`src/include/drf_map.svh`:
```
`ifndef DRF_MAP_SVH
`define DRF_MAP_SVH
// ============================================================
// register offsets (byte addresses) of the controller
`define DRF_OFF_CTRL 8'h00
`define DRF_OFF_MODE2 8'h04
`define DRF_OFF_MODE3 8'h08
`define DRF_OFF_STAT 8'h0C
`define DRF_OFF_DEV 8'h10
// ============================================================
// control register fields
`define DRF_CTRL_REF_EN 0
`define DRF_CTRL_SR 1
`define DRF_CTRL_WR_MODE2 2
`define DRF_CTRL_WR_MODE3 3
`define DRF_CTRL_PULL 4
// ============================================================
// mode register fields
`define DRF_AUTO_SR_BIT 6
`define DRF_SR_RANGE_BIT 7
`define DRF_READOUT_EN_BIT 2
`define DRF_MODE3_RSV_MASK 15'h7FF8
`define DRF_MODE2_RSV_MASK 15'h7900
// ============================================================
// timing, in ns, and cycles at 100 ns
`define DRF_CLK_NS 100
`define DRF_REFI_NS 7800
`define DRF_RFC_NS 160
`define DRF_PRE_NS 14
`define DRF_REFI_CYC ((`DRF_REFI_NS) / (`DRF_CLK_NS))
`define DRF_RFC_CYC (((`DRF_RFC_NS) + (`DRF_CLK_NS) - 1) / (`DRF_CLK_NS))
`define DRF_PRE_CYC (((`DRF_PRE_NS) + (`DRF_CLK_NS) - 1) / (`DRF_CLK_NS))
// ============================================================
// refresh accounting limits
`define DRF_MAX_POSTPONE 8
`define DRF_MAX_PULLIN 8
`define DRF_MAX_IN_2REFI 16
`define DRF_READOUT_PATTERN 8'h55
`define DRF_CNT_W 8
`endif

```
`src/include/drf_pkg.sv`:
```
package drf_pkg;
  typedef enum logic [2:0] {
    DRF_CMD_DESEL,
    DRF_CMD_NOP,
    DRF_CMD_MRS,
    DRF_CMD_REF,
    DRF_CMD_SRE,
    DRF_CMD_RD,
    DRF_CMD_OTHER
  } drf_cmd_e;
  typedef logic [14:0] drf_addr_t;
  typedef logic [2:0] drf_bank_t;
  typedef logic [7:0] drf_data_t;
endpackage

```
`src/include/drf_if.sv`:
```
`timescale 1ns/1ns
`default_nettype none
interface drf_if;
  logic cs_n;
  logic ras_n;
  logic cas_n;
  logic we_n;
  logic cke;
  logic [2:0] ba;
  logic [14:0] addr;
  logic [7:0] dq;
  logic dq_valid;
  modport ctrl (
    output cs_n, ras_n, cas_n, we_n, cke, ba, addr,
    input dq, dq_valid
  );
  modport dev (
    input cs_n, ras_n, cas_n, we_n, cke, ba, addr,
    output dq, dq_valid
  );
endinterface
`default_nettype wire

```
`src/design/drf_ctrl.sv`:
```
// The AHB-Lite register port and the address map were chosen for this implementation.
`timescale 1ns/1ns
`default_nettype none
`include "drf_map.svh"
// Behaviour
// RQ1 - mode write, both bank bits: register three
// RQ2 - register three reserved bits driven zero
// RQ3 - readout disabled ignores readout location
// RQ4 - readout reads return fixed pattern
// RQ5 - auto self refresh: bit6 one, bit7 zero
// RQ6 - auto mode scales power with temperature
// RQ7 - no auto support means bit6 zero
// RQ8 - without auto mode, program temperature range
// RQ9 - range bit chooses normal or extended rate
// RQ10 - auto mode and range both set illegal
// RQ11 - no extended range keeps bit7 zero
// RQ12 - partial retention loses data in self-refresh
// RQ13 - refresh decoded as cs ras cas low
// RQ14 - banks idle precharge time before refresh
// RQ15 - refresh rows come from internal counter
// RQ16 - refresh leaves banks precharged idle
// RQ17 - only nop or deselect during refresh cycle
// RQ18 - one refresh per average interval
// RQ19 - at most eight refreshes postponed
// RQ20 - at most eight pulled in credited
// RQ21 - at most sixteen refreshes per two intervals
// RQ22 - debt frozen during self-refresh
module drf_ctrl (
  // clock and reset
  input wire logic core_clk,
  input wire logic resetn,
  // ahb-lite slave
  input wire logic hsel,
  input wire logic [7:0] haddr,
  input wire logic [1:0] htrans,
  input wire logic hwrite,
  input wire logic [2:0] hsize,
  input wire logic [31:0] hwdata,
  input wire logic hready,
  output logic [31:0] hrdata,
  output logic hreadyout,
  output logic hresp,
  // capability straps
  input wire logic auto_sr_supported,
  input wire logic ext_temp_supported,
  // link
  drf_if.ctrl link
);
  import drf_pkg::*;
  typedef enum logic [2:0] {
    DRF_IDLE, DRF_PRE_WAIT, DRF_REF_BUSY, DRF_SELF, DRF_MRS_ISSUE
  } drf_state_e;
  drf_state_e state_reg;
  logic [7:0] ctrl_reg;
  logic [14:0] mode2_reg;
  logic [14:0] mode3_reg;
  logic [15:0] refi_cnt_reg;
  logic [7:0] wait_reg;
  logic signed [7:0] debt_reg;
  logic [4:0] win_cnt_reg;
  logic [4:0] win_prev_reg;
  logic [2:0] mrs_pend_reg;
  logic wr_ph_reg;
  logic rd_ph_reg;
  logic [7:0] addr_ph_reg;
  logic issue_ref;
  logic tick;
  logic [14:0] mode2_safe;
  logic [14:0] mode3_safe;

  // ============================================================
  // ahb-lite: zero wait states, always okay
  assign hreadyout = 1'b1;
  assign hresp = 1'b0;
  always_ff @(posedge core_clk or negedge resetn) begin
    if (!resetn) begin
      wr_ph_reg <= 1'b0;
      rd_ph_reg <= 1'b0;
      addr_ph_reg <= 8'h0;
    end else if (hready) begin
      wr_ph_reg <= hsel && htrans[1] && hwrite;
      rd_ph_reg <= hsel && htrans[1] && !hwrite;
      addr_ph_reg <= haddr;
    end
  end
  always_ff @(posedge core_clk or negedge resetn) begin
    if (!resetn) begin
      hrdata <= 32'h0;
    end else if (hsel && htrans[1] && !hwrite && hready) begin
      unique case (haddr)
        `DRF_OFF_CTRL: hrdata <= {24'h0, ctrl_reg};
        `DRF_OFF_MODE2: hrdata <= {17'h0, mode2_reg};
        `DRF_OFF_MODE3: hrdata <= {17'h0, mode3_reg};
        `DRF_OFF_STAT: hrdata <= {8'h0, 3'h0, win_cnt_reg,
          debt_reg, 5'h0, 3'(state_reg)};
        default: hrdata <= 32'h0;
      endcase
    end
  end
  // legal settings only reach the device
  always_comb begin
    mode2_safe = mode2_reg & ~`DRF_MODE2_RSV_MASK;
    if (!auto_sr_supported) begin
      mode2_safe[`DRF_AUTO_SR_BIT] = 1'b0; // RQ7
    end
    if (mode2_safe[`DRF_AUTO_SR_BIT] || !ext_temp_supported) begin
      mode2_safe[`DRF_SR_RANGE_BIT] = 1'b0; // RQ10 RQ11
    end
    // without auto mode the programmed range is passed through as is when ext_temp_supported is set
    mode3_safe = mode3_reg & ~`DRF_MODE3_RSV_MASK; // RQ2
  end
  always_ff @(posedge core_clk or negedge resetn) begin
    if (!resetn) begin
      ctrl_reg <= 8'h0;
      mode2_reg <= 15'h0;
      mode3_reg <= 15'h0;
    end else if (wr_ph_reg) begin
      unique case (addr_ph_reg)
        `DRF_OFF_CTRL: ctrl_reg <= hwdata[7:0];
        `DRF_OFF_MODE2: mode2_reg <= hwdata[14:0]; // RQ8
        `DRF_OFF_MODE3: mode3_reg <= hwdata[14:0];
        default: ctrl_reg <= ctrl_reg;
      endcase
    end else begin
      ctrl_reg[`DRF_CTRL_WR_MODE2] <= 1'b0;
      ctrl_reg[`DRF_CTRL_WR_MODE3] <= 1'b0;
      ctrl_reg[`DRF_CTRL_PULL] <= 1'b0;
    end
  end

  // ============================================================
  // refresh interval tick and debt accounting
  assign tick = (refi_cnt_reg == 16'(`DRF_REFI_CYC - 1));
  always_ff @(posedge core_clk or negedge resetn) begin
    if (!resetn) begin
      refi_cnt_reg <= 16'h0;
    end else if (tick) begin
      refi_cnt_reg <= 16'h0;
    end else begin
      refi_cnt_reg <= refi_cnt_reg + 16'h1;
    end
  end
  always_ff @(posedge core_clk or negedge resetn) begin
    if (!resetn) begin
      debt_reg <= 8'sh0;
    end else if (state_reg == DRF_SELF) begin
      debt_reg <= debt_reg; // RQ22
    end else if (issue_ref && !(tick && ctrl_reg[`DRF_CTRL_REF_EN])) begin
      // credit stops at eight pulled in
      if (debt_reg > -8'sd`DRF_MAX_PULLIN) begin
        debt_reg <= debt_reg - 8'sh1; // RQ20
      end
    end else if (tick && !issue_ref && ctrl_reg[`DRF_CTRL_REF_EN]) begin
      debt_reg <= debt_reg + 8'sh1; // RQ18
    end
  end
  // refreshes in the current and previous interval
  always_ff @(posedge core_clk or negedge resetn) begin
    if (!resetn) begin
      win_cnt_reg <= 5'h0;
      win_prev_reg <= 5'h0;
    end else if (tick) begin
      win_prev_reg <= win_cnt_reg;
      win_cnt_reg <= {4'h0, issue_ref};
    end else if (issue_ref) begin
      win_cnt_reg <= win_cnt_reg + 5'h1;
    end
  end

  // ============================================================
  // command sequencer
  always_ff @(posedge core_clk or negedge resetn) begin
    if (!resetn) begin
      mrs_pend_reg <= 3'h0;
    end else if (ctrl_reg[`DRF_CTRL_WR_MODE3]) begin
      mrs_pend_reg <= 3'h3;
    end else if (ctrl_reg[`DRF_CTRL_WR_MODE2]) begin
      mrs_pend_reg <= 3'h2;
    end else if (state_reg == DRF_MRS_ISSUE) begin
      mrs_pend_reg <= 3'h0;
    end
  end
  // a refresh is due at positive debt, or pulled in on request
  assign issue_ref = (state_reg == DRF_PRE_WAIT) && (wait_reg == 8'h0)
    && ({3'h0, win_cnt_reg} + {3'h0, win_prev_reg}
    < 8'(`DRF_MAX_IN_2REFI)); // RQ21
  always_ff @(posedge core_clk or negedge resetn) begin
    if (!resetn) begin
      state_reg <= DRF_IDLE;
      wait_reg <= 8'h0;
    end else begin
      unique case (state_reg)
        DRF_IDLE: begin
          // a pull-in request is honoured with refresh enable off too
          if ((ctrl_reg[`DRF_CTRL_REF_EN] && (debt_reg > 8'sh0
              || debt_reg >= 8'sd`DRF_MAX_POSTPONE)) // RQ19
              || ctrl_reg[`DRF_CTRL_PULL]) begin
            state_reg <= DRF_PRE_WAIT;
            wait_reg <= 8'(`DRF_PRE_CYC); // RQ14
          end else if (ctrl_reg[`DRF_CTRL_SR]
              && !ctrl_reg[`DRF_CTRL_REF_EN]) begin
            state_reg <= DRF_SELF; // RQ22
          end else if (mrs_pend_reg != 3'h0) begin
            state_reg <= DRF_MRS_ISSUE;
          end
        end
        DRF_PRE_WAIT: begin
          if (wait_reg != 8'h0) begin
            wait_reg <= wait_reg - 8'h1;
          end else if (issue_ref) begin
            state_reg <= DRF_REF_BUSY;
            wait_reg <= 8'(`DRF_RFC_CYC); // RQ17
          end
        end
        DRF_REF_BUSY: begin
          if (wait_reg != 8'h0) begin
            wait_reg <= wait_reg - 8'h1;
          end else begin
            state_reg <= DRF_IDLE;
          end
        end
        DRF_SELF: begin
          if (!ctrl_reg[`DRF_CTRL_SR]) begin
            state_reg <= DRF_IDLE;
          end
        end
        DRF_MRS_ISSUE: state_reg <= DRF_IDLE;
      endcase
    end
  end

  // ============================================================
  // pins: nop by default; strobes, ba and addr change only for refresh, self-refresh entry and mode write; cke is low from self-refresh entry until exit
  always_ff @(posedge core_clk or negedge resetn) begin
    if (!resetn) begin
      link.cs_n <= 1'b1;
      link.ras_n <= 1'b1;
      link.cas_n <= 1'b1;
      link.we_n <= 1'b1;
      link.cke <= 1'b1;
      link.ba <= 3'h0;
      link.addr <= 15'h0;
    end else begin
      link.cs_n <= 1'b0;
      link.ras_n <= 1'b1;
      link.cas_n <= 1'b1;
      link.we_n <= 1'b1;
      link.cke <= (state_reg != DRF_SELF);
      link.ba <= 3'h0;
      link.addr <= 15'h0;
      if (issue_ref) begin
        link.ras_n <= 1'b0; // RQ13
        link.cas_n <= 1'b0;
      end else if (state_reg == DRF_IDLE && ctrl_reg[`DRF_CTRL_SR]
          && !ctrl_reg[`DRF_CTRL_REF_EN]) begin
        link.ras_n <= 1'b0;
        link.cas_n <= 1'b0;
        link.cke <= 1'b0;
      end else if (state_reg == DRF_MRS_ISSUE) begin
        link.ras_n <= 1'b0;
        link.cas_n <= 1'b0;
        link.we_n <= 1'b0;
        link.ba <= {1'b0, mrs_pend_reg[1:0]}; // RQ1
        link.addr <= mrs_pend_reg[0] ? mode3_safe : mode2_safe;
      end
    end
  end
endmodule // drf_ctrl
`default_nettype wire

```
`src/flat_wrapper.sv`:
```
// flat-port wrapper written by rule: the top's interface ports become plain ports
module drf_ctrl_flat import drf_pkg::*;
  (core_clk, resetn, hsel, haddr, htrans, hwrite, hsize, hwdata, hready, hrdata, hreadyout, hresp, auto_sr_supported, ext_temp_supported, link_cs_n, link_ras_n, link_cas_n, link_we_n, link_cke, link_ba, link_addr, link_dq, link_dq_valid);
  drf_if link_i ();
  input wire logic core_clk;
  input wire logic resetn;
  input wire logic hsel;
  input wire logic [7:0] haddr;
  input wire logic [1:0] htrans;
  input wire logic hwrite;
  input wire logic [2:0] hsize;
  input wire logic [31:0] hwdata;
  input wire logic hready;
  output logic [31:0] hrdata;
  output logic hreadyout;
  output logic hresp;
  input wire logic auto_sr_supported;
  input wire logic ext_temp_supported;
  output wire logic [$bits(link_i.cs_n)-1:0] link_cs_n;
  output wire logic [$bits(link_i.ras_n)-1:0] link_ras_n;
  output wire logic [$bits(link_i.cas_n)-1:0] link_cas_n;
  output wire logic [$bits(link_i.we_n)-1:0] link_we_n;
  output wire logic [$bits(link_i.cke)-1:0] link_cke;
  output wire logic [$bits(link_i.ba)-1:0] link_ba;
  output wire logic [$bits(link_i.addr)-1:0] link_addr;
  input wire logic [$bits(link_i.dq)-1:0] link_dq;
  input wire logic [$bits(link_i.dq_valid)-1:0] link_dq_valid;
  assign link_cs_n = link_i.cs_n;
  assign link_ras_n = link_i.ras_n;
  assign link_cas_n = link_i.cas_n;
  assign link_we_n = link_i.we_n;
  assign link_cke = link_i.cke;
  assign link_ba = link_i.ba;
  assign link_addr = link_i.addr;
  assign link_i.dq = link_dq;
  assign link_i.dq_valid = link_dq_valid;
  drf_ctrl u_core (.core_clk(core_clk), .resetn(resetn), .hsel(hsel), .haddr(haddr), .htrans(htrans), .hwrite(hwrite), .hsize(hsize), .hwdata(hwdata), .hready(hready), .hrdata(hrdata), .hreadyout(hreadyout), .hresp(hresp), .auto_sr_supported(auto_sr_supported), .ext_temp_supported(ext_temp_supported), .link(link_i));
endmodule
```
`config.mk`:
```
export PLATFORM = sky130hd
export DESIGN_NAME = drf_ctrl_flat
export DESIGN_NICKNAME = d
export VERILOG_FILES = /design/src/include/drf_pkg.sv /design/src/include/drf_if.sv /design/src/design/drf_ctrl.sv /design/src/flat_wrapper.sv
export VERILOG_INCLUDE_DIRS = /design/src /design/src/include
export SDC_FILE = /design/constraint.sdc
export NUM_CORES = 1
export LEC_CHECK = 0
export ABC_CLOCK_PERIOD_IN_PS = 3120
export BUFFER_PORTS_ARGS = -buffer_cell sky130_fd_sc_hd__buf_2
export CAP_MARGIN = 10
export CORE_MARGIN = 2
export CORE_UTILIZATION = 40
export CTS_CLUSTER_DIAMETER = 150
export DETAILED_ROUTE_END_ITERATION = 12
export SLEW_MARGIN = 20
export SYNTH_ARGS = -nofsm -noshare
export SYNTH_HDL_FRONTEND = slang
export SYNTH_SLANG_ARGS = --single-unit
```
`constraint.sdc`:
```
create_clock -name core_clk -period 3.12 [get_ports core_clk]
set_input_delay 0.468 -clock core_clk [delete_from_list [all_inputs] [get_ports core_clk]]
set_output_delay 0.468 -clock core_clk [all_outputs]
set_load 0.05 [all_outputs]
```
* Word level (Yosys, flattened, before mapping) *
Index checks and enable logic that the tools add are counted.

storage, ports and cells
  memory bits (writable) = 0
  bits in latches = 0
  memories = 0
  register bits after elaboration = 149
  input bits = 61
  ROM bits = 0
  logic and storage cells = 131
  output and inout bits = 57

operators by class
  shift operators = 0
  bitwise operators = 1
  $add $sub $neg = 6
  divide/modulo/power cells = 0
  equal/unequal tests = 21
  mux-type cells = 41
  reductions and logical operators = 38
  multiply operators = 0
  magnitude comparators = 4

operator list
  operator               count
  $pmux 21 s4            1
  $mux 8                 7
  $mux 15                3
  $mux 3                 13
  $eq 8x4->1 const B     3
  $logic_not 8->1        3
  $pmux 8 s3             1
  $add 16x1->16 const B  1
  $eq 16x7->1 const B    1
  $eq 8x3->1 const B     2
  $mux 16                1
  $mux 5                 3
  $pmux 3 s5             1
  $logic_and 1x1->1      14
  $mux 11                1
  $ne 2x2->1 const B     5
  $mux 1                 9
  $reduce_bool 3->1      3
  $add 8x2->8 const B    1
  $ge 8x5->1 const B     1
  $gt 8x1->1 const B     1
  $gt 8x4->1 const B     1
  $lt 8x5->1 const B     1
  $reduce_bool 8->1      1
  20 further kinds       33

* Depth between registers and ports, before layout *
Gate-level depths: netlist of run 1.

  depth in word-level cells = 8
  gate-level depth with buffers = 15
  mapped depth without buffers = 14

* Worst setup path before layout of run 1 *
Ideal clock, no wire load.

  path type = register to register
  from = register u_core.win_cnt_reg[2]
  to = register u_core.debt_reg[7]
  stages on the path, launching flop included = 14
  setup time = 0.119 ns
  data arrival time = 3.106 ns
  required time = 3.001 ns
  clock period less this slack = 3.225 ns
  path slack = -0.105 ns
  cells stage by stage = dfrtp_1 ha_1 and4_1 o21ai_0 nand4_1 nand2b_1 inv_1 ha_1 a21oi_1 o211ai_1 o41a_1 and3_1 o211ai_1 a21bo_2

between the ends
  word-level cells in the longest chain between the ends = 8
  elaborated cells between the ends (all ways) = 11
  classes of those cells = 1 x add/sub; 1 x order compare; 1 x eq/ne; 1 x mux; 7 x reduce/logical

ends and longest elaborated chain
  what                            line             source
  start, declared                 drf_ctrl.sv:60   logic [4:0] win_cnt_reg;
  start signal, assigned          drf_ctrl.sv:164  win_cnt_reg <= {4'h0, issue_ref};
  start signal, assigned          drf_ctrl.sv:166  win_cnt_reg <= win_cnt_reg + 5'h1;
  $add 5x5->6 (*)                 drf_ctrl.sv:185  && ({3'h0, win_cnt_reg} + {3'h0, win_prev_reg}
  $lt 8x5->1 (*)                  drf_ctrl.sv:185
  $logic_and 1x1->1 (*)           drf_ctrl.sv:184  assign issue_ref = (state_reg == DRF_PRE_WAIT) && (wait_reg == 8'h0)
  $logic_not 1->1                 drf_ctrl.sv:153  end else if (tick && !issue_ref && ctrl_reg[`DRF_CTRL_REF_EN]) begin
  $logic_and 1x1->1 (2 in a row)  drf_ctrl.sv:153
  $reduce_bool 2->1 (no line)     -
  $reduce_and 3->1 (no line)      -
  end signal, assigned            drf_ctrl.sv:147  debt_reg <= debt_reg;
  end signal, assigned            drf_ctrl.sv:151  debt_reg <= debt_reg - 8'sh1;
  end signal, assigned            drf_ctrl.sv:154  debt_reg <= debt_reg + 8'sh1;
  end, declared                   drf_ctrl.sv:59   logic signed [7:0] debt_reg;

Mark *: on every way between the ends. The rest lies on a longest branch, timed or not.
A chain may end at the register's enable or synchronous reset.

* Final worst setup path of run 1 *
Same ends and word-level chain as after synthesis.

==> results of run 1 <==
==> timing repair <==
action                                  4_1_cts  5_1_grt
endpoints found under the setup margin        1        1
endpoints found under the hold margin        22        0
hold buffers                                  1        0
gates resized for setup                       3       12
pin swaps                                     1       11
setup buffers                                 1        2
==> logic make-up after synthesis <==
group                    share of synthesized area, %
XOR/XNOR                                         3.30
multiplexers                                     13.4
AND/OR/NAND/NOR                                  15.3
other                                           0.118
adder cells (fa/ha/maj)                          3.07
flip-flops                                       51.6
buffers and inverters                            4.54
AO/OA/AOI/OAI                                    8.65
==> power groups by stage <==
stage,logic (mW),clock network [mW],registers (mW)
floorplan,1.10,0,2.16
global placement,1.61,0,2.10
detailed placement,1.66,0,2.11
CTS,1.68,2.33,2.08
global route,1.95,2.41,2.13
finish,1.75,2.29,2.09
==> layout make-up <==
cell class,count,area [um^2],area share (%)
Clock buffer,17,425,5.43
Clock inverter,15,251,3.21
Inverter,13,56.3,0.719
Multi-Input combinational cell,406,2950,37.7
Sequential cell,131,3280,41.9
Tap cell,216,270,3.45
Timing Repair Buffer,99,591,7.54
==> synth_stat cells, types with 2 or more instances <==
cell type	number	area, um^2
sky130_fd_sc_hd__nor4_1	4	25.0
sky130_fd_sc_hd__or3b_2	2	17.5
sky130_fd_sc_hd__a22o_1	4	35.0
sky130_fd_sc_hd__nand4_1	7	43.8
sky130_fd_sc_hd__and4_1	3	26.3
sky130_fd_sc_hd__mux2i_1	16	160
sky130_fd_sc_hd__buf_2	3	15.0
sky130_fd_sc_hd__nor2_1	48	180
sky130_fd_sc_hd__a21oi_1	18	90.1
sky130_fd_sc_hd__buf_1	2	7.51
sky130_fd_sc_hd__a211o_1	2	17.5
sky130_fd_sc_hd__mux2_2	55	619
sky130_fd_sc_hd__o21ai_0	35	175
sky130_fd_sc_hd__a221oi_1	3	26.3
sky130_fd_sc_hd__and2_1	9	56.3
sky130_fd_sc_hd__nor3_1	11	55.1
sky130_fd_sc_hd__a22oi_1	7	52.6
sky130_fd_sc_hd__nand3_1	9	45.0
sky130_fd_sc_hd__ha_1	14	175
sky130_fd_sc_hd__nor2b_1	13	81.3
sky130_fd_sc_hd__o211ai_1	4	30.0
sky130_fd_sc_hd__nor3b_2	2	25.0
sky130_fd_sc_hd__mux2_4	5	75.1
sky130_fd_sc_hd__nor4b_1	2	17.5
sky130_fd_sc_hd__xnor2_1	14	123
sky130_fd_sc_hd__or3_1	3	18.8
sky130_fd_sc_hd__dfstp_2	4	105
sky130_fd_sc_hd__nand2b_1	4	25.0
sky130_fd_sc_hd__buf_4	20	150
sky130_fd_sc_hd__conb_1	2	7.51
sky130_fd_sc_hd__dfrtp_1	127	3180
sky130_fd_sc_hd__nand2_1	47	176
sky130_fd_sc_hd__and3_1	9	56.3
sky130_fd_sc_hd__inv_1	13	48.8
sky130_fd_sc_hd__xor2_1	10	87.6
sky130_fd_sc_hd__clkbuf_1	18	67.6
==> path summary, 6_finish.rpt <==
| check | startpoint | slack, ns | depth (start not counted) | to |
|---|---|---|---|---|
| worst max register to register | u_core.win_cnt_reg[2] | 0.14 | 13 | u_core.debt_reg[7] |
| max in group asynchronous | resetn | 1.87 | 3 | u_core.link.cke |
| worst min register to register | u_core.hrdata[15] | 0.48 | 2 | u_core.hrdata[15] |
| min in group asynchronous | resetn | 0.49 | 2 | u_core.hrdata[12] |
| worst min-delay path | hwdata[14] | 0.29 | 2 | u_core.mode3_reg[14] |
| worst max-delay path | u_core.win_cnt_reg[2] | 0.14 | 13 | u_core.debt_reg[7] |
==> per-stage QoR <==
stage | hold slack [ns] | worst slack [ns]
global placement | 0.390 | -0.0499
floorplan | 0.172 | 0.0197
detailed placement | 0.399 | -0.0752
CTS | 0.274 | 0.0319
finish | 0.288 | 0.139
global route | 0.279 | -0.0313
==> worst max-delay path, delay by kind of cell (launching register included) <==
kind | cells | cell delay, ns
adders and majority gates | 2 | 0.51
and+or+nand+nor | 3 | 0.55
buffers and inverters | 1 | 0.09
DFF | 1 | 0.38
AOI/OAI and AO/OA | 7 | 1.35
==> layout by cell type, fill, tap and decap left out, types with 13 or more instances in the layout <==
| master | count |
|---|---|
| sky130_fd_sc_hd__nor2b_1 | 13 |
| sky130_fd_sc_hd__xnor2_1 | 14 |
| sky130_fd_sc_hd__conb_1 | 20 |
| sky130_fd_sc_hd__mux2_2 | 55 |
| sky130_fd_sc_hd__buf_2 | 67 |
| sky130_fd_sc_hd__mux2i_1 | 16 |
| sky130_fd_sc_hd__nand2_1 | 47 |
| sky130_fd_sc_hd__buf_4 | 30 |
| sky130_fd_sc_hd__dfrtp_1 | 127 |
| sky130_fd_sc_hd__clkbuf_16 | 17 |
| sky130_fd_sc_hd__nor2_1 | 48 |
| sky130_fd_sc_hd__a21oi_1 | 17 |
| sky130_fd_sc_hd__o21ai_0 | 33 |
==> per-layer routing <==
metal	wire [um]	global-route usage, %
met4	354	8.73
met5	0	0
met3	705	4.84
met2	6360	26.4
met1	6270	22.9
==> qor_table.md, run 1 <==
| Quantity | Value | Unit |
|---|---|---|
| Post-synth EDFFs | 0 | - |
| Arrival time reported for the critical path endpoint | 3.30 | ns |
| Area of the mapped netlist | 6360 | um^2 |
| Combinational fraction of design power | 28.5 | % |
| Maximum number of pins on one net before global-route repair | 78 | - |
| Fin Setup TNS | 0 | ns |
| Power per Cell Area | 783 | nW/um^2 |
| Total power | 6.13 | mW |
| DIE HEIGHT | 130 | um |
| Standard cell core area | 15700 | um^2 |
| Number of primary I/O pins | 118 | - |
| Crit-path most repeated cell | sky130_fd_sc_hd__o211ai_1 | - |
| Highest-delay cell along the critical path | sky130_fd_sc_hd__o41a_1 | - |
| Die area | 16900 | um^2 |
| Flip-flop count of the largest register, all copies and words added | 21 | - |
| Layout Cell Area excl Fill | 7830 | um^2 |
| Number of antenna violations at the first check in global routing | 0 | - |
| Root Driver | sky130_fd_sc_hd__clkbuf_16 | - |
| Sequential fraction of the synthesis area | 51.6 | % |
| Yosys warning total | 0 | - |
| Setup repair after global routing missed its margin | true | - |
| Register clock-pin slew on the reported worst setup and hold paths | 0.06 | ns |
| Aggregate routed wire length | 13700 | um |
| Average instance area after synthesis | 11.1 | um^2 |
| Maximum fanout encountered on the critical timing path | 5 | - |
| Class of the most critical hold timing path | in -> reg | - |
| Most instantiated flip-flop cell in the synthesis netlist | sky130_fd_sc_hd__dfrtp_1 | - |
| Tcrit/Tclk final | 95.6 | % |
| Detailed placer's ending HPWL | 9650 | um |
| Remaining routing DRC violations | 0 | - |
| Critical path launch point type | register | - |
| Internal power contribution | 4.21 | mW |
| Yosys cell types | 62 | - |
| Global-route wire length before repair | 22700 | um |
| Post-synthesis cell count | 575 | - |
| Highest Clock Rate | 335 | MHz |
| Overflow left after global routing | 0 | - |
| Critical path's largest stage delay | 0.40 | ns |
| Width of the die | 130 | um |
| Minimum clock period | 2.98 | ns |
| Data required, critical path | 3.43 | ns |
| Result of the run | finished clean | - |
| Clock Tree Buf Depth | 2 | - |
| Initial DRC count | 247 | - |
| Router iterations before antenna repair | 4 | - |
| Via count of the first global-routing pass | 4513 | - |
| Final-report max-slew violation count | 0 | - |
| Global routing usage summed across all routing layers | 17.4 | % |
| Category of the worst setup path capture point | register | - |
| Peak supply drop | 0.000423 | V |
| Clock share of power | 37.3 | % |
| Transition time at the pin with the least slew margin | 0.660 | ns |
| Start-to-end type of the worst setup path | reg -> reg | - |
| Layout cells sized above 1 | 31.9 | % |
| Final number of setup-violating endpoints | 0 | - |
| Final count of hold timing violations | 0 | - |
| Worst-skew pair later-pin latency | 0.43 | ns |
| Average wire length per cell after detail routing | 15.3 | um |
| Core Util, Final | 49.8 | % |
| Worst Skew | 0.00849 | ns |
| Total CTS buffers | 17 | - |
| Slew headroom | 55.9 | % |
| Static leakage | 3.73 | nW |
| Sinks on the clock net | 131 | - |
| Last weighted congestion value of the routability-driven placer | 0.808 | - |
| Net total in the final layout | 744 | - |
| Post-placement cell area | 7030 | um^2 |
| Relative area change from synthesis to final layout | 23.0 | % |
| H-tree lvl count | 4 | - |
| Async set-or-reset flop fraction in the synthesized netlist | 100 | % |
| Reported max-cap violation count | 0 | - |
| Count of buffers from port buffering | 68 | - |
| CTS tree | yes | - |
| Post-route insts no fill | 897 | - |
| Fraction of power spent switching nets | 31.4 | % |
| Vias per inst | 5.00 | - |
| Via count of the routed design | 4486 | - |
| Effective utilization at floorplan | 40.5 | % |
| Critical-path cell list | ha_1 > a21o_1 > o21ai_2 > nand4_1 > nand2b_4 > inv_8 > ha_4 > a21oi_4 > o211ai_1 > o41a_1 > and3_1 > o211ai_1 > a21bo_2 | - |
| Number of fill cells | 1390 | - |
| Sequential cell fraction of total power | 34.1 | % |
| Number of nets still failing antenna checks after routing | 0 | - |
| Count of standard-cell rows | 46 | - |
| Number of cells in the design after placement | 861 | - |
| Total inserted antenna cells | 0 | - |
| Number of synthesized register bits | 131 | - |
| Switching power total | 1.92 | mW |
No activity file was read; power rests on OpenSTA's default activity.
==> run 2: changes to the inputs <==
- ABC_AREA: unset -> 1
- CORE_UTILIZATION: 40 -> 50
- PLACE_DENSITY: unset -> 0.75
==> run 2 against run 1 <==
Global-route usage increased by 4.5 points. First-iteration DRC count increased by 22%. Cell count increased by 20%. Clock-buffer cell count increased by 2. Die area decreased by 16%. Area after synthesis increased by 4.1%. Largest power group is now sequential cells. Maximum frequency increased by 3.3%. Worst setup slack improved by 0.094 ns.
==> qor_table.md, run 2 <==
| Quantity | Value | Unit | Change |
|---|---|---|---|
| Root Driver | sky130_fd_sc_hd__clkbuf_16 | - |  |
| Average instance area after synthesis | 8.16 | um^2 | -26% |
| Area of the mapped netlist | 6620 | um^2 | +4.1% |
| Number of synthesized register bits | 131 | - | unchanged |
| Remaining routing DRC violations | 0 | - | unchanged |
| Sequential fraction of the synthesis area | 49.6 | % | -2.0 points |
| Detailed placer's ending HPWL | 10200 | um | +6.1% |
| Peak supply drop | 0.000443 | V | +4.6% |
| Total CTS buffers | 17 | - | unchanged |
| Area share of the largest cell type after synthesis | 48.0 | % | -2.0 points |
| Total inserted antenna cells | 0 | - | unchanged |
| Most instantiated flip-flop cell in the synthesis netlist | sky130_fd_sc_hd__dfrtp_1 | - |  |
| Fin Setup TNS | 0 | ns | unchanged |
| Post-route insts no fill | 1079 | - | +20% |
| Highest Clock Rate | 346 | MHz | +3.3% |
| Post-CTS Hold Fix Bufs | 0 | - | -1 |
| Highest-delay cell along the critical path | sky130_fd_sc_hd__fa_1 | - |  |
| Sinks on the clock net | 131 | - | unchanged |
| Metal1 wirelength | 6550 | um | +4.4% |
| Category of the worst setup path capture point | register | - |  |
| Fin worst setup slack | 0.233 | ns | +0.0941 ns |
| Final number of setup-violating endpoints | 0 | - | unchanged |
| Async set-or-reset flop fraction in the synthesized netlist | 100 | % | unchanged |
| Highest signal layer in the routed design | met4 | - |  |
| Minimum clock period | 2.89 | ns | -0.0941 ns |
| Final count of hold timing violations | 0 | - | unchanged |
| Number of cells in the design after placement | 1047 | - | +22% |
| Register clock-pin slew on the reported worst setup and hold paths | 0.06 | ns | about the same |
| Yosys top cell by area | sky130_fd_sc_hd__dfrtp_1 | - |  |
| Combinational fraction of design power | 31.5 | % | +3.0 points |
| Global routing usage summed across all routing layers | 21.9 | % | +4.5 points |
| Power per Cell Area | 775 | nW/um^2 | -1.0% |
| Start-to-end type of the worst setup path | reg -> reg | - |  |
| Count of buffers from port buffering | 68 | - | unchanged |
| Last weighted congestion value of the routability-driven placer | 0.841 | - | +4.0% |
| Width of the die | 119 | um | -8.5% |
| Post-placement cell area | 7110 | um^2 | +1.2% |
| Setup repair after global routing missed its margin | false | - |  |
| Static leakage | 4.18 | nW | +12% |
| Number of gates given a new drive strength after cts | 0 | - | -3 |
| Data required, critical path | 3.47 | ns | +0.04 ns |
| Maximum fanout encountered on the critical timing path | 4 | - | -1 |
| Yosys cell types | 41 | - | -34% |
| Number of buffers inserted to repair setup after CTS | 0 | - | -1 |
| Via count of the first global-routing pass | 5218 | - | +16% |
| Critical path launch point type | register | - |  |
| Clock share of power | 31.9 | % | -5.4 points |
| Via count of the routed design | 5413 | - | +21% |
| Clock Tree Buf Depth | 2 | - | unchanged |
| Class of the most critical hold timing path | in -> async | - |  |
| Sequential cell fraction of total power | 36.6 | % | +2.5 points |
| Worst-skew pair later-pin latency | 0.42 | ns | about the same |
| Net total in the final layout | 966 | - | +30% |
| Fraction of power spent switching nets | 38.0 | % | +6.7 points |
| Critical-path cell list | ha_1 > nor3_4 > inv_1 > a21oi_1 > nand3_1 > fa_1 > o21ai_0 > nand2_1 > nand2_1 > a21oi_1 > xor2_1 > o21ai_0 | - |  |
| Global-route wire length before repair | 24500 | um | +8.1% |
| Internal power contribution | 3.69 | mW | -12% |
| Most used cells in the layout excluding fill and tap cells | 207 x sky130_fd_sc_hd__nand2_1, 127 x sky130_fd_sc_hd__dfrtp_1, 107 x sky130_fd_sc_hd__inv_1 | - |  |
| Initial DRC count | 302 | - | +22% |
| Effective utilization at floorplan | 50.6 | % | +10 points |
| Die area | 14200 | um^2 | -16% |
| Number of primary I/O pins | 118 | - | unchanged |
| H-tree lvl count | 4 | - | unchanged |
| Slew headroom | 47.4 | % | -8.5 points |
| Layout Cell Area excl Fill | 7670 | um^2 | -2.0% |
| Average wire length per cell after detail routing | 13.4 | um | -12% |
| Core Util, Final | 58.6 | % | +8.8 points |
| Layout cells sized above 1 | 16.2 | % | -16 points |
| Final-report max-slew violation count | 0 | - | unchanged |
| Number of antenna violations at the first check in global routing | 0 | - | unchanged |
| Flip-flop count of the largest register, all copies and words added | 21 | - | unchanged |
| Worst Skew | 0.00929 | ns | +0.000797 ns |
| Relative area change from synthesis to final layout | 15.9 | % |  |
| Most frequent standard cell in the layout excluding fill and tap cells | sky130_fd_sc_hd__nand2_1 | - |  |
| Hold slack | 0.0808 | ns | -0.207 ns |
| Arrival time reported for the critical path endpoint | 3.24 | ns | -0.06 ns |
| Total length of routed met2 wires | 6850 | um | +7.7% |
| Top-count cell post-synth | sky130_fd_sc_hd__nand2_1 | - |  |
| Total power | 5.95 | mW | -3.0% |
| Reported max-cap violation count | 0 | - | unchanged |
| Transition time at the pin with the least slew margin | 0.782 | ns | +0.122 ns |
| CTS tree | yes | - |  |
| Standard cell core area | 13100 | um^2 | -17% |
| Switching power total | 2.26 | mW | +18% |
| DIE HEIGHT | 119 | um | -8.5% |
| Router iterations before antenna repair | 5 | - | +1 |
| Top cells by instance count after synthesis | 207 x sky130_fd_sc_hd__nand2_1, 127 x sky130_fd_sc_hd__dfrtp_1, 107 x sky130_fd_sc_hd__inv_1 | - |  |
| Result of the run | finished clean | - |  |
| Post-synthesis cell count | 812 | - | +41% |
| Detailed route wirelength on metal3 | 734 | um | +4.1% |
| Aggregate routed wire length | 14400 | um | +5.5% |
| Maximum number of pins on one net before global-route repair | 54 | - | -31% |
| Critical path's largest stage delay | 0.42 | ns | +0.02 ns |
| Post-synth EDFFs | 0 | - | unchanged |
| Count of standard-cell rows | 42 | - | -8.7% |
| Tcrit/Tclk final | 92.5 | % | -3.0 points |
| Leading post-synthesis cells by cell area | sky130_fd_sc_hd__dfrtp_1 48%, sky130_fd_sc_hd__nand2_1 12%, sky130_fd_sc_hd__o21ai_0 6.5% | - |  |
| Overflow left after global routing | 0 | - | unchanged |
| Number of nets still failing antenna checks after routing | 0 | - | unchanged |
| Yosys warning total | 0 | - | unchanged |
| Vias per inst | 5.02 | - | +0.31% |
| Setup slack after placement | 0.212 | ns | +0.287 ns |
## run 2: cell types whose count changed after synthesis, sizes merged, moves of 16 or more
cell	delta
nand2	+166
inv	+100
o21ai	+62
mux2	-60
nand3	+34
nor2	+19
mux2i	-16
## run 2: worst max-delay path: cells and delay by family, from the launching register on
| kind | cells | cell delay (ns) |
|---|---|---|
| AOI/OAI and AO/OA | 4 | 0.83 |
| xor gates and xnor gates | 1 | 0.14 |
| adders and majority gates | 2 | 0.75 |
| buffers and inverters | 1 | 0.07 |
| DFF | 1 | 0.38 |
| and+or+nand+nor | 4 | 0.64 |
## run 2: cells by family (layout without fill, tap and decap cells)
| family | count (synthesis) | after routing | synth area share, % |
|---|---|---|---|
| xor+xnor | 17 | 17 | 2.25 |
| flops | 131 | 131 | 49.6 |
| buf+inv | 151 | 224 | 9.99 |
| compound gates | 138 | 138 | 11.1 |
| fa+ha+maj | 15 | 15 | 2.95 |
| other cells | 2 | 20 | 0.113 |
| simple gates | 358 | 358 | 24.0 |
## run 2: worst paths after layout
check	cells past startpoint	from	slack, ns	to
max	12	u_core.win_prev_reg[4]	0.23	u_core.debt_reg[6]
min in group core_clk	3	haddr[1]	0.25	u_core.addr_ph_reg[1]
max in group asynchronous	2	resetn	2.28	u_core.link.we_n
max reg2reg	12	u_core.win_prev_reg[4]	0.23	u_core.debt_reg[6]
min	1	resetn	0.08	u_core.refi_cnt_reg[0]
min reg2reg	1	u_core.refi_cnt_reg[15]	0.47	u_core.refi_cnt_reg[15]
## run 2: cell type report
type,instances,area [um^2]
fill,1178,5410
sequential,131,3280
multi-input combinational,548,2750
clock buffer,19,443
timing repair buffer,78,430
inverter,114,428
tap,176,220
clock inverter,13,123
## run 2: power by group through the flow
stage | registers [mW] | clock network [mW] | logic [mW]
after floorplan | 2.27 | 0 | 1.40
after global placement | 2.19 | 0 | 1.82
after detailed placement | 2.20 | 0 | 1.86
after CTS | 2.17 | 1.92 | 1.88
after global routing | 2.21 | 2.00 | 2.13
final | 2.18 | 1.90 | 1.87
## run 2: per-layer routing
metal	vias up	track usage [%]
met1	2527	29.0
met2	141	34.6
met3	31	4.98
met4	0	9.82
li1	2714	-
met5	-	0
==> run 3: changes to the inputs <==
- CTS_CLUSTER_SIZE: unset -> 8
- PLACE_DENSITY: 0.75 -> 0.84
==> run 3 against run 2 <==
Critical path type unchanged. Sequential power is essentially flat. Sequential cell count did not move. Cell count about the same. Design area about the same. First-iteration DRC count is 75% higher. Largest power group unchanged. Routed wire length increased by 1.8%. Global-route usage fell by 0.13 points. Highest routed layer unchanged. Critical path depth is the same. Critical endpoint unchanged.
==> qor_table.md, run 3 (same netlist as run 2, synthesis figures left out) <==
| Quantity | Value | Unit | Change |
|---|---|---|---|
| Result of the run | finished clean | - |  |
| Worst Skew | 0.00783 | ns | -0.00146 ns |
| Remaining routing DRC violations | 0 | - | unchanged |
| Critical path launch point type | register | - |  |
| Critical path's largest stage delay | 0.42 | ns | about the same |
| Count of standard-cell rows | 42 | - | unchanged |
| Arrival time reported for the critical path endpoint | 3.18 | ns | -0.06 ns |
| DIE HEIGHT | 119 | um | unchanged |
| Class of the most critical hold timing path | in -> async | - |  |
| Minimum setup slack among reg-to-reg paths | 0.28 | ns | +0.05 ns |
| Initial DRC count | 529 | - | +75% |
| Standard cell core area | 13100 | um^2 | unchanged |
| Setup repair after global routing missed its margin | false | - |  |
| Most frequent standard cell in the layout excluding fill and tap cells | sky130_fd_sc_hd__nand2_1 | - |  |
| Overflow left after global routing | 0 | - | unchanged |
| Critical-path cell list | ha_1 > nor3_4 > inv_1 > a21oi_1 > nand3_1 > fa_1 > o21ai_0 > nand2_1 > nand2_1 > a21oi_1 > xor2_1 > o21ai_0 | - |  |
| Minimum clock period | 2.84 | ns | -0.0498 ns |
| Register clock-pin slew on the reported worst setup and hold paths | 0.06 | ns | about the same |
| Tcrit/Tclk final | 90.9 | % | -1.6 points |
| Most used cells in the layout excluding fill and tap cells | 207 x sky130_fd_sc_hd__nand2_1, 127 x sky130_fd_sc_hd__dfrtp_1, 107 x sky130_fd_sc_hd__inv_1 | - |  |
| Worst-skew pair later-pin latency | 0.43 | ns | about the same |
| H-tree lvl count | 4 | - | unchanged |
| Layout cells sized above 1 | 16.2 | % | +0.018 points |
| Die area | 14200 | um^2 | unchanged |
| Cell depth of the worst flop-to-flop path | 12 | - | unchanged |
| Last weighted congestion value of the routability-driven placer | 0.890 | - | +5.8% |
| Width of the die | 119 | um | unchanged |
| Count of buffers from port buffering | 68 | - | unchanged |
| Final count of hold timing violations | 0 | - | unchanged |
| Static leakage | 4.19 | nW | +0.15% |
| Highest-delay cell along the critical path | sky130_fd_sc_hd__fa_1 | - |  |
| Maximum number of pins on one net before global-route repair | 57 | - | +5.6% |
| Aggregate routed wire length | 14700 | um | +1.8% |
| Clock Tree Buf Depth | 2 | - | unchanged |
| Maximum fanout encountered on the critical timing path | 4 | - | unchanged |
| Reported max-cap violation count | 0 | - | unchanged |
| Sinks on the clock net | 131 | - | unchanged |
| Category of the worst setup path capture point | register | - |  |
| Via count of the first global-routing pass | 5251 | - | +0.63% |
| Number of primary I/O pins | 118 | - | unchanged |
| Vias per inst | 5.13 | - | +2.3% |
| Relative area change from synthesis to final layout | 15.7 | % | about the same |
| Post-CTS Hold Fix Bufs | 0 | - | unchanged |
| Global routing usage summed across all routing layers | 21.8 | % | -0.13 points |
| Number of fill cells | 1107 | - | -6.0% |
| Total inserted antenna cells | 0 | - | unchanged |
| Start-to-end type of the worst setup path | reg -> reg | - |  |
| Flip-flop count of the largest register, all copies and words added | 21 | - | unchanged |
| Root Driver | sky130_fd_sc_hd__clkbuf_16 | - |  |
| Slew headroom | 41.6 | % | -5.8 points |
| Number of nets still failing antenna checks after routing | 0 | - | unchanged |
| Fin Setup TNS | 0 | ns | unchanged |
| Total CTS buffers | 17 | - | unchanged |
| Peak supply drop | 0.000478 | V | +7.9% |
| Core Util, Final | 58.6 | % | about the same |
| Global-route wire length before repair | 24500 | um | -0.11% |
| Router iterations before antenna repair | 5 | - | unchanged |
| Via count of the routed design | 5535 | - | +2.3% |
| Average wire length per cell after detail routing | 13.6 | um | +1.9% |
| Final-report max-slew violation count | 0 | - | unchanged |
| Final number of setup-violating endpoints | 0 | - | unchanged |
| Data required, critical path | 3.47 | ns | about the same |
| Power per Cell Area | 780 | nW/um^2 | +0.66% |
| Net total in the final layout | 965 | - | -0.10% |
| Total power | 5.98 | mW | +0.56% |
| Effective utilization at floorplan | 50.6 | % | unchanged |
| Transition time at the pin with the least slew margin | 0.868 | ns | +0.0864 ns |
| Highest Clock Rate | 352 | MHz | +1.8% |
| Number of gates given a new drive strength after cts | 0 | - | unchanged |
| Detailed placer's ending HPWL | 10300 | um | +0.79% |
| CTS tree | yes | - |  |
| Number of buffers inserted to repair setup after CTS | 0 | - | unchanged |
| Number of antenna violations at the first check in global routing | 0 | - | unchanged |
## run 3: changes by cell type in the layout (fill, tap and decap cells not counted), sizes merged
cell	change
clkinvlp	-2
inv	+1
buf	-1
clkinv	+2
clkbuf	-1
## run 3: metrics by stage
| stage | cell area, um^2 | cells | setup slack (ns) | hold WS (ns) |
|---|---|---|---|---|
| 5_1_grt | 7660 | 1078 | 0.0196 | 0.115 |
| 3_5_place_dp | 7100 | 1046 | 0.269 | 0.460 |
| 4_1_cts | 7660 | 1078 | 0.273 | 0.0797 |
| 6_report | 7660 | 1078 | 0.282 | 0.0564 |
| 2_1_floorplan | 6690 | 830 | 0.562 | 0.172 |
| 3_3_place_gp | 7100 | 1046 | 0.366 | 0.455 |
## run 3: worst paths after layout
path / endpoint / start
max in group asynchronous: u_core.link.cs_n / resetn
min in group core_clk: u_core.addr_ph_reg[1] / haddr[1]
setup reg to reg: u_core.debt_reg[6] / u_core.win_prev_reg[4]
hold / removal: u_core.addr_ph_reg[4] / resetn
hold reg to reg: u_core.addr_ph_reg[0] / u_core.addr_ph_reg[0]
setup / recovery: u_core.debt_reg[6] / u_core.win_prev_reg[4]
## run 3: cell type report
type / instances / area (um^2) / share of cell area [%]
tap: 176 / 220 / 2.87
multi-input combinational: 548 / 2750 / 35.8
clock inverter: 14 / 126 / 1.65
clock buffer: 18 / 439 / 5.73
sequential: 131 / 3280 / 42.8
inverter: 114 / 428 / 5.58
timing repair buffer: 77 / 423 / 5.52
## run 3: per-layer routing
layer | part of all wire (%) | global-route usage [%] | vias to the layer above
li1 | - | - | 2711
met1 | 45 | 28.7 | 2603
met2 | 47 | 34.3 | 188
met3 | 5.6 | 5.36 | 33
met4 | 2.3 | 9.60 | 0
met5 | 0 | 0 | -
## run 3: where the power goes
part | leakage, nW | internal [mW] | total [mW] | switching [mW]
Clock | 0.278 | 1.12 | 1.91 | 0.789
Sequential | 1.59 | 1.96 | 2.18 | 0.222
Combinational | 2.32 | 0.605 | 1.89 | 1.28
Total | 4.19 | 3.69 | 5.98 | 2.29
## run 3: critical path: cells and delay by family, from the launching register on
kind / cells / cell delay (ns)
fa+ha+maj: 2 / 0.75
flops: 1 / 0.38
xor+xnor: 1 / 0.14
simple gates: 4 / 0.62
compound gates: 4 / 0.81
buf+inv: 1 / 0.06
